### src/cpmr_defines.vh
// Constants for the core execution-state and register-file block
`ifndef CPMR_DEFINES_VH
`define CPMR_DEFINES_VH
`define CPMR_XLEN 32
`define CPMR_NREG 16
`define CPMR_RIDX_W 4
`define CPMR_IDX_SP 4'hd
`define CPMR_IDX_LR 4'he
`define CPMR_IDX_PC 4'hf
`define CPMR_LOW_TOP 4'h7
`define CPMR_HIGH_TOP 4'hc
`define CPMR_CTRL_NPRIV_BIT 0
`define CPMR_CTRL_SPSEL_BIT 1
`define CPMR_CTRL_RST 2'h0
`define CPMR_ST_THREAD_PRIV 2'h0
`define CPMR_ST_THREAD_USER 2'h1
`define CPMR_ST_HANDLER 2'h2
`define CPMR_ENC16 1'b0
`define CPMR_ENC32 1'b1
`define CPMR_BB_RGN_BASE 32'h20000000
`define CPMR_BB_ALIAS_BASE 32'h22000000
`define CPMR_BB_SIZE 32'h00100000
`endif

### src/cpmr_core_state.v
// Core execution state, privilege checks, banked stack pointers and register file
// Functional notes
// (RL1) Two levels and two modes give three legal states; handler is always privileged.
// (RL2) Handler mode while an exception is serviced, thread mode otherwise.
// (RL3) Unprivileged access to restricted instructions, special, config or debug regions faults; only restricted_op_i is checked, data accesses never fault.
// (RL4) Privileged code may execute and access everything without a fault.
// (RL5) All sixteen core registers are 32 bits wide.
// (RL6) Registers zero to seven are reachable by short and long encodings.
// (RL7) Registers eight to twelve are reachable by long encodings, not by every short one; here every short encoding of them faults.
// (RL8) Only mixed 16-bit and 32-bit encodings are accepted; no legacy fixed-width state.
// (RL9) Separate main and process stack pointers are held.
// (RL10) The external reset input is active low and holds the block in reset while low.
// (RL11) Execution is split over three stages with separate instruction and data paths.
// (RL12) Bit-band alias accesses perform a single-bit read or write atomically.
// (RL13) Unaligned data accesses are accepted without an alignment fault.
// (RL14) A 4-GB space is split into code, data and peripheral regions on parallel buses; all data accesses here share one mem_addr_o port.
// (RL15) The process stack is used only in unprivileged thread mode when selected.
// (RL16) Control bit 0 selects thread privilege: zero privileged, one unprivileged.
// (RL17) After reset the core is in privileged thread mode on the main stack.
`include "cpmr_defines.vh"
module cpmr_core_state (
  input wire core_clk_i,
  input wire sys_rst_i,
  input wire external_reset_n_i,
  input wire exc_entry_i,
  input wire exc_return_i,
  input wire restricted_op_i,
  input wire instr_valid_i,
  input wire instr_enc_i,
  input wire instr_legacy_i,
  input wire rd_we_i,
  input wire [3:0] rd_idx_i,
  input wire [31:0] rd_data_i,
  input wire [3:0] rs_idx_i,
  input wire ctrl_we_i,
  input wire [1:0] ctrl_wdata_i,
  input wire sp_we_i,
  input wire [31:0] sp_wdata_i,
  input wire pc_we_i,
  input wire [31:0] pc_wdata_i,
  input wire dacc_valid_i,
  input wire dacc_we_i,
  input wire [31:0] dacc_addr_i,
  input wire [31:0] dacc_wdata_i,
  input wire [31:0] mem_rdata_i,
  output reg [31:0] rs_data_o,
  output reg [1:0] exec_state_o,
  output reg handler_mode_o,
  output reg privileged_o,
  output reg psp_active_o,
  output reg [31:0] main_stack_pointer_o,
  output reg [31:0] process_stack_pointer_o,
  output reg [31:0] pc_o,
  output reg fault_o,
  output reg core_reset_o,
  output reg mem_valid_o,
  output reg mem_we_o,
  output reg [31:0] mem_addr_o,
  output reg [31:0] mem_wdata_o,
  output reg [1:0] pipe_stage_o
);
  // Reset pin synchroniser
  reg external_reset_n_s1_r;
  reg external_reset_n_s2_r;
  wire rst_w;
  reg [1:0] ctrl_r;
  reg handler_r;
  reg [31:0] gpr_r [0:14];
  reg [31:0] msp_r;
  reg [31:0] psp_r;
  reg [31:0] pc_r;
  reg bb_pend_r;
  reg bb_we_r;
  reg [4:0] bb_bit_r;
  reg bb_val_r;
  reg [31:0] bb_word_r;
  reg [1:0] stage_r;
  reg [1:0] state_nxt;
  wire priv_w;
  wire use_psp_w;
  wire reg_ok_w;
  wire bb_hit_w;
  wire [31:0] bb_word_addr_w;
  wire [31:0] bb_off_w;
  integer i;

  // Encoding reach check
  function reg_reachable;
    input enc;
    input [3:0] idx;
    begin
      if (idx <= `CPMR_LOW_TOP) begin
        reg_reachable = 1'b1; // [RL6]
      end else if (enc == `CPMR_ENC32) begin
        reg_reachable = 1'b1; // [RL7]
      end else begin
        reg_reachable = (idx > `CPMR_HIGH_TOP); // [RL7]
      end
    end
  endfunction

  // Stack pointers are always word aligned
  function [31:0] sp_align;
    input [31:0] v;
    begin
      sp_align = {v[31:2], 2'h0}; // [RL9]
    end
  endfunction

  // Program counter is always half-word aligned
  function [31:0] pc_align;
    input [31:0] v;
    begin
      pc_align = {v[31:1], 1'b0};
    end
  endfunction

  always @(posedge core_clk_i) begin
    external_reset_n_s1_r <= external_reset_n_i;
    external_reset_n_s2_r <= external_reset_n_s1_r;
  end
  assign rst_w = sys_rst_i | ~external_reset_n_s2_r; // [RL10]

  assign priv_w = handler_r | ~ctrl_r[`CPMR_CTRL_NPRIV_BIT]; // [RL1] [RL16]
  assign use_psp_w = ~handler_r & ctrl_r[`CPMR_CTRL_NPRIV_BIT] &
    ctrl_r[`CPMR_CTRL_SPSEL_BIT]; // [RL15]
  assign reg_ok_w = reg_reachable(instr_enc_i, rd_idx_i) & reg_reachable(instr_enc_i, rs_idx_i);
  assign bb_off_w = dacc_addr_i - `CPMR_BB_ALIAS_BASE;
  assign bb_hit_w = (dacc_addr_i >= `CPMR_BB_ALIAS_BASE) &&
    (dacc_addr_i < `CPMR_BB_ALIAS_BASE + (`CPMR_BB_SIZE << 5)); // [RL12]
  assign bb_word_addr_w = `CPMR_BB_RGN_BASE + {5'h00, bb_off_w[31:7], 2'h0};

  always @* begin
    if (handler_r) begin
      state_nxt = `CPMR_ST_HANDLER; // [RL1]
    end else if (ctrl_r[`CPMR_CTRL_NPRIV_BIT]) begin
      state_nxt = `CPMR_ST_THREAD_USER;
    end else begin
      state_nxt = `CPMR_ST_THREAD_PRIV;
    end
  end

  always @(posedge core_clk_i) begin
    if (rst_w) begin
      ctrl_r <= `CPMR_CTRL_RST; // [RL17]
      handler_r <= 1'b0;
      msp_r <= 32'h0;
      psp_r <= 32'h0;
      pc_r <= 32'h0;
      fault_o <= 1'b0;
      stage_r <= 2'h0;
      bb_pend_r <= 1'b0;
      bb_we_r <= 1'b0;
      bb_bit_r <= 5'h00;
      bb_val_r <= 1'b0;
      bb_word_r <= 32'h0;
      mem_valid_o <= 1'b0;
      mem_we_o <= 1'b0;
      mem_addr_o <= 32'h0;
      mem_wdata_o <= 32'h0;
      rs_data_o <= 32'h0;
      for (i = 0; i < 15; i = i + 1) begin
        gpr_r[i] <= 32'h0;
      end
    end else begin
      fault_o <= 1'b0;
      // Three-stage fetch/decode/execute sequencing
      if (instr_valid_i) begin
        stage_r <= (stage_r == 2'h2) ? 2'h0 : stage_r + 2'h1; // [RL11]
      end
      if (exc_entry_i) begin
        handler_r <= 1'b1; // [RL2]
      end else if (exc_return_i) begin
        handler_r <= 1'b0; // [RL2]
      end
      if (instr_valid_i && (instr_legacy_i || !reg_ok_w)) begin
        fault_o <= 1'b1; // [RL8]
      end else if (restricted_op_i && !priv_w) begin
        fault_o <= 1'b1; // [RL3]
      end else begin
        if (ctrl_we_i && priv_w) begin
          // Stack select is written as zero by a control write in handler mode
          ctrl_r <= {ctrl_wdata_i[1] & ~handler_r, ctrl_wdata_i[0]}; // [RL4] [RL16]
        end
        if (instr_valid_i && rd_we_i) begin
          if (rd_idx_i == `CPMR_IDX_SP) begin
            if (use_psp_w) begin
              psp_r <= sp_align(rd_data_i); // [RL9]
            end else begin
              msp_r <= sp_align(rd_data_i); // [RL9]
            end
          end else if (rd_idx_i == `CPMR_IDX_PC) begin
            pc_r <= pc_align(rd_data_i);
          end else begin
            gpr_r[rd_idx_i] <= rd_data_i; // [RL5]
          end
        end
      end
      if (sp_we_i && !(instr_valid_i && rd_we_i && rd_idx_i == `CPMR_IDX_SP)) begin
        if (use_psp_w) begin
          psp_r <= sp_align(sp_wdata_i);
        end else begin
          msp_r <= sp_align(sp_wdata_i);
        end
      end
      if (pc_we_i) begin
        pc_r <= pc_align(pc_wdata_i);
      end
      if (rs_idx_i == `CPMR_IDX_SP) begin
        rs_data_o <= use_psp_w ? psp_r : msp_r;
      end else if (rs_idx_i == `CPMR_IDX_PC) begin
        rs_data_o <= pc_r;
      end else begin
        rs_data_o <= gpr_r[rs_idx_i];
      end
      // Data path: bit-band alias write becomes an atomic read-modify-write
      mem_valid_o <= 1'b0;
      mem_we_o <= 1'b0;
      if (bb_pend_r) begin
        bb_pend_r <= 1'b0;
        if (bb_we_r) begin
          mem_valid_o <= 1'b1;
          mem_we_o <= 1'b1;
          mem_addr_o <= bb_word_r;
          mem_wdata_o <= bb_val_r ? (mem_rdata_i | (32'h1 << bb_bit_r)) :
            (mem_rdata_i & ~(32'h1 << bb_bit_r)); // [RL12]
        end else begin
          mem_wdata_o <= {31'h0, mem_rdata_i[bb_bit_r]};
        end
      end else if (dacc_valid_i) begin
        mem_valid_o <= 1'b1;
        if (bb_hit_w) begin
          bb_pend_r <= 1'b1;
          bb_we_r <= dacc_we_i;
          bb_bit_r <= bb_off_w[6:2];
          bb_val_r <= dacc_wdata_i[0];
          bb_word_r <= bb_word_addr_w;
          mem_addr_o <= bb_word_addr_w; // [RL12]
        end else begin
          // Any byte address, aligned or not, is passed on unchanged
          mem_we_o <= dacc_we_i; // [RL13] [RL14]
          mem_addr_o <= dacc_addr_i;
          mem_wdata_o <= dacc_wdata_i;
        end
      end
    end
  end

  // Registered status outputs
  always @(posedge core_clk_i) begin
    if (rst_w) begin
      exec_state_o <= `CPMR_ST_THREAD_PRIV;
      handler_mode_o <= 1'b0;
      privileged_o <= 1'b1;
      psp_active_o <= 1'b0;
      main_stack_pointer_o <= 32'h0;
      process_stack_pointer_o <= 32'h0;
      pc_o <= 32'h0;
      core_reset_o <= 1'b1;
      pipe_stage_o <= 2'h0;
    end else begin
      exec_state_o <= state_nxt;
      handler_mode_o <= handler_r;
      privileged_o <= priv_w;
      psp_active_o <= use_psp_w;
      main_stack_pointer_o <= msp_r;
      process_stack_pointer_o <= psp_r;
      pc_o <= pc_r;
      core_reset_o <= 1'b0;
      pipe_stage_o <= stage_r;
    end
  end
endmodule // cpmr_core_state

### config.mk
export PLATFORM = sky130hd
export DESIGN_NAME = cpmr_core_state
export DESIGN_NICKNAME = d
export VERILOG_FILES = /design/src/cpmr_core_state.v
export VERILOG_INCLUDE_DIRS = /design/src
export SDC_FILE = /design/constraint.sdc
export NUM_CORES = 2
export LEC_CHECK = 0
export BUFFER_PORTS_ARGS = -buffer_cell sky130_fd_sc_hd__clkbuf_2
export CAP_MARGIN = 20
export CORE_MARGIN = 4
export CORE_UTILIZATION = 40
export DETAILED_ROUTE_END_ITERATION = 7
export GPL_TIMING_DRIVEN = 0
export SYNTH_ARGS = -nofsm -noshare
export SYNTH_HDL_FRONTEND = slang
export SYNTH_SLANG_ARGS = --single-unit
### constraint.sdc
create_clock -name core_clk_i -period 5.69 [get_ports core_clk_i]
set_clock_uncertainty 0.05 [all_clocks]
set_input_delay 0.569 -clock core_clk_i [delete_from_list [all_inputs] [get_ports core_clk_i]]
set_output_delay 0.569 -clock core_clk_i [all_outputs]
set_load 0.005 [all_outputs]
# ---- Yosys cells after proc, flatten, opt, wreduce, memory -nomap -nowiden
# Memories as Yosys holds them, arrays and structs flattened.
# Cells that the tools add are included.
dict set report op_classes {
  n_addsub 3
  magnitude_cmp 7
  shift 1
  bitwise 16
  n_eq_ne 10
  reduce_logical 23
  muxes 64
}
# op count
set op_table {}
lappend op_table {{$mux W32} 33}
lappend op_table {{$and A32 B32 Y32} 1}
lappend op_table {{$ge A32 B30 Y1 const B} 1}
lappend op_table {{$lt A32 B30 Y1 const B} 1}
lappend op_table {{$not A32 Y32} 1}
lappend op_table {{$or A32 B32 Y32} 1}
lappend op_table {{$reduce_or A32 Y1} 1}
lappend op_table {{$shl A1 B5 Y32 const A} 1}
lappend op_table {{$sub A32 B30 Y32 const B} 1}
lappend op_table {{$add A30 B27 Y31 const A} 1}
lappend op_table {{$mux W1} 27}
lappend op_table {{$eq A4 B4 Y1 const B} 4}
lappend op_table {{$gt A4 B4 Y1 const B} 2}
lappend op_table {{$le A4 B3 Y1 const B} 2}
lappend op_table {{$ne A2 B2 Y1 const B} 4}
lappend op_table {{$reduce_bool A2 Y1} 4}
lappend op_table {{$logic_and A1 B1 Y1} 7}
lappend op_table {{$not A1 Y1} 7}
lappend op_table {{$lt A5 B6 Y1 const B} 1}
lappend op_table {{$reduce_and A3 Y1} 2}
lappend op_table {{$bmux W1 S5} 1}
lappend op_table {{$reduce_and A5 Y1} 1}
lappend op_table {{$and A1 B1 Y1} 4}
lappend op_table {{$mux W2} 2}
lappend op_table {{other kinds (10)} 14}
dict set report word_totals {
  memories 1
  out_inout_bits 203
  regBits 344
  ram_bits 480
  input_bits 217
  wordCells 154
}
# memory words width read_ports rd_clocked_by_memory_dff wr line
set memory_table {}
lappend memory_table {gpr_r 15 32 1 0 15 cpmr_core_state.v:68} ;# reg [31:0] gpr_r [0:14];

# ---- Longest topological paths before layout
dict set report logic_depth {
  word_depth 12
  mapped_depth 10
}

# ---- Worst setup path after synthesis
# OpenSTA, ideal clock, no wires.
dict set report synth_path {
  kind {input port to flip-flop}
  startpoint {input port rs_idx_i[2]}
  endpoint {memory gpr_r[12][0], enable pin}
  required_ps 5174
  cell_stages 8
  arrival_time_ps 4227
  n_path_buf 3
  slack_ps 947
  setup_time_ps 466
  path_cell_list {buf_4 -> o21ai_1 -> a22oi_2 -> o21ai_2 -> or4_1 -> buf_2 -> buf_6 -> o21ai_0}
}
# item line
set synth_rtl {}
lappend synth_rtl {{start, declared} cpmr_core_state.v:34} ;# input wire [3:0] rs_idx_i,
lappend synth_rtl {{end, declared} cpmr_core_state.v:68}

==> qor.yml <==
floorplanning:
  die_y_microns: 304
  fp.coreArea_sq_um: 86800
  die-area_sq_um: 92400
  die_x_microns: 304
  num_rows: 108
  start_util_pct: 40.4
  io_pins: 420
grt:
  grt_pass1_vias: 25937
  track_usage_pct: 26.1
  gr-total-overflow: 0
  grt_pass1_wl_microns: 179000
  grt_max_degree: 26
  antenna_found_initial: 12
logic_synthesis:
  synth_edf_count: 485
  synthesis.area_sq_um: 35000
  syn_inst: 3041
  syn_area_per_cell_sq_um: 11.5
  synth_seq_cells: 822
  synth_async_sr_flop_share_pct: 0
  ys.flop_type: "edfxtp_1"
  yosysWarnings: 0
  yosysUniqueCellTypes: 65
  ys_seq_area_share_pct: 60.9
worst_setup_path:
  reg2regPathDepth: 7
  cp_cell_sequence: "nor2b_1, clkbuf_1, clkbuf_1, clkbuf_1, buf_1, inv_1, buf_16"
  cpPeakStageDelay_ns: 0.95
  reg2reg_slack_ns: 1.12
  cp_max_fo: 21
  critPathLaunchType: "flop"
  crit_required_ns: 6.04
  cpMostUsedCell: "clkbuf_1"
  crit_type: "reg2reg"
  critPathArrivalTime_ns: 4.92
  r2r-start: "external_reset_n_s2_r"
  r2r-end: "gpr_r[13][2]"
  crit_path_end_kind: "flop"
  worst_path_max_delay_cell: "buf_1"
power_and_ir_drop:
  p_total_mw: 13.4
  pwr-share-clk_pct: 42.8
  p_leak_nw: 15.5
  vdd_ir_drop_max_mv: 0.198
  power_density_nw_per_um2: 319
  comb_power_share_pct: 8.0
  p_sw_mw: 3.22
  sw_frac_of_total_pct: 24.0
  power.internal_mw: 10.2
  seqPwrFrac_pct: 49.2
route:
  drt_iter0_drc: 2973
  vias: 26337
  firstDrtPassIters: 6
  wire_per_inst_microns: 25.7
  antenna_left: 0
  drc: 0
  viasPerCell: 5.45
  routed_wl_microns: 124000
placed_design:
  dp_slack_ns: 0.846
  portBuffers: 411
  hpwl_microns: 93100
  place.gp.congestion: 0.942
cts:
  clk_pin_slew_ns: 0.06
  cts.sinks: 822
  clockBufferDepth: 3
  cts_tree: "built"
  ctsHtreeMaxLevel: 3
  ctsRootBufferMaster: "clkbuf_16"
  cts-buffers-inserted: 85
  clk_latency_ns: 0.66
  postCtsSetupRepairBufs: 0
worst_hold_path:
  hp-start: "exc_entry_i"
  holdPathStages: 3
  hp-class: "in2reg"
  hold_path_end: "handler_r"
status:
  status: "complete, no violations"
layout:
  nFillCells: 8026
  drive_above_1_share_pct: 23.5
  multiInputGateArea_sq_um: 12700
  regArea_sq_um: 21300
  nNetsFinal: 3813
  area_delta_synth_final_pct: 20.1
timing:
  fin_crit_ns: 4.57
  setup_viol: 0
  grt_setup_unrepaired: "no"
  slew_violations: 0
  fmax_ghz: 0.219
  tightest_slew_ns: 1.19
  timing.slew.headroom_pct: 20.4
  hold_viol_final: 0
  worst_slack_ns: 1.12
  finalCritPeriodShare_pct: 80.2
  setup_tns_ns: 0
run:
  cap_violations: 0
## worst max-delay path: cells and delay by family, from the launching register on
family | cells | cell delay [ns]
DFF | 1 | 0.30
buffers and inverters | 6 | 3.74
and+or+nand+nor | 1 | 0.19
## synth_stat cells, drive strengths merged, types with 64 or more instances
library cell | instances | area share (%)
mux2i | 79 | 2.3
clkbuf | 144 | 1.5
nor2 | 457 | 4.9
o21ai | 166 | 2.4
mux4 | 136 | 8.7
nand2 | 447 | 4.8
a31oi | 64 | 1.1
and2 | 165 | 2.9
dfxtp | 337 | 19
a21oi | 181 | 2.6
buf | 98 | 1.7
edfxtp | 485 | 42
## sequential cells by signal (all words and copies together) (netlist names), 5 cells and up
register,count
gpr_r,485
pc_o,31
pc_r,31
mem_addr_o,32
rs_data_o,32
msp_r,32
bb_word_r,26
main_stack_pointer_o,32
psp_r,32
mem_wdata_o,32
process_stack_pointer_o,32
bb_bit_r,5
## cells in the final DEF, fill, tap and decap left out, types with 79 or more instances in the layout
cell | Yosys | layout
clkbuf_16 | 0 | 87
mux2i_1 | 79 | 79
edfxtp_1 | 485 | 485
dfxtp_1 | 337 | 337
mux4_2 | 136 | 136
clkbuf_1 | 143 | 160
clkbuf_2 | 1 | 416
nor2_1 | 455 | 455
and2_1 | 165 | 165
o21ai_0 | 163 | 149
nand2_1 | 446 | 446
a21oi_1 | 181 | 181
## cell type report
type / instances / area share [%]
clock inverters: 35 / 0.993
inverters: 45 / 0.401
flip-flops and latches: 822 / 50.6
plain buffers: 242 / 2.68
multi-input cells: 1969 / 30.2
repair buffers: 429 / 5.69
clock buffers: 123 / 5.86
well taps: 1155 / 3.43
diodes: 13 / 0.0773
## routing by layer
metal  global-route usage, %  vias up  wire length [microns]
met2                    44.0     1278                  60700
met5                       0        -                      0
li1                        -    11940                      -
met1                    34.0    12937                  48100
met3                    5.48      182                  11700
met4                    8.04        0                   3610
## what timing repair did
| item | 4_1_cts | 5_1_grt |
|---|---|---|
| hold endpoints to repair | 1 | 0 |
| hold buffers | 1 | 0 |
| resized for setup | 0 | 0 |
| setup endpoints to repair | 0 | 0 |
## worst max-delay path by stage
stage	startpoint	end	slack (ns)	cells past startpoint
2_1_floorplan	rs_idx_i[2]	gpr_r[12][0]	0.95	8
3_3_place_gp	sys_rst_i	gpr_r[14][6]	-1.70	8
3_5_place_dp	sys_rst_i	gpr_r[13][4]	0.85	8
4_1_cts	external_reset_n_s2_r	gpr_r[13][14]	1.18	7
5_1_grt	external_reset_n_s2_r	gpr_r[13][2]	1.04	7
6_report	external_reset_n_s2_r	gpr_r[13][2]	1.12	7
## cells by family after synthesis
kind of cell,after synthesis,synth area share (%)
AO/OA/AOI/OAI,516,8.90
XOR/XNOR,2,0.0500
adder cells (fa/ha/maj),2,0.0714
buffers and inverters,287,3.70
flip-flops,822,60.9
multiplexers,245,12.0
other,1,0.0107
AND/OR/NAND/NOR,1166,14.5
## power by group through the flow
| stage | clock [mW] | combinational (mW) | sequential, mW |
|---|---|---|---|
| 2_1_floorplan | 0 | 0.533 | 6.72 |
| 3_3_place_gp | 0 | 1.02 | 6.76 |
| 3_5_place_dp | 0 | 1.06 | 6.74 |
| 4_1_cts | 5.80 | 1.07 | 6.61 |
| 5_1_grt | 6.04 | 1.14 | 6.63 |
| 6_report | 5.75 | 1.07 | 6.61 |
## metrics by stage
stage	instance area (sq um)	hold slack, ns	instances	util [%]
after floorplan	35200	0.260	3078	-
after global placement	38700	0.279	4644	44.6
after detailed placement	39100	0.268	4660	45.1
after CTS	42000	0.0589	4819	48.4
after global routing	42000	0.110	4822	48.5
final	42100	0.0748	4833	48.5
Power figures use the tool's default switching activity.
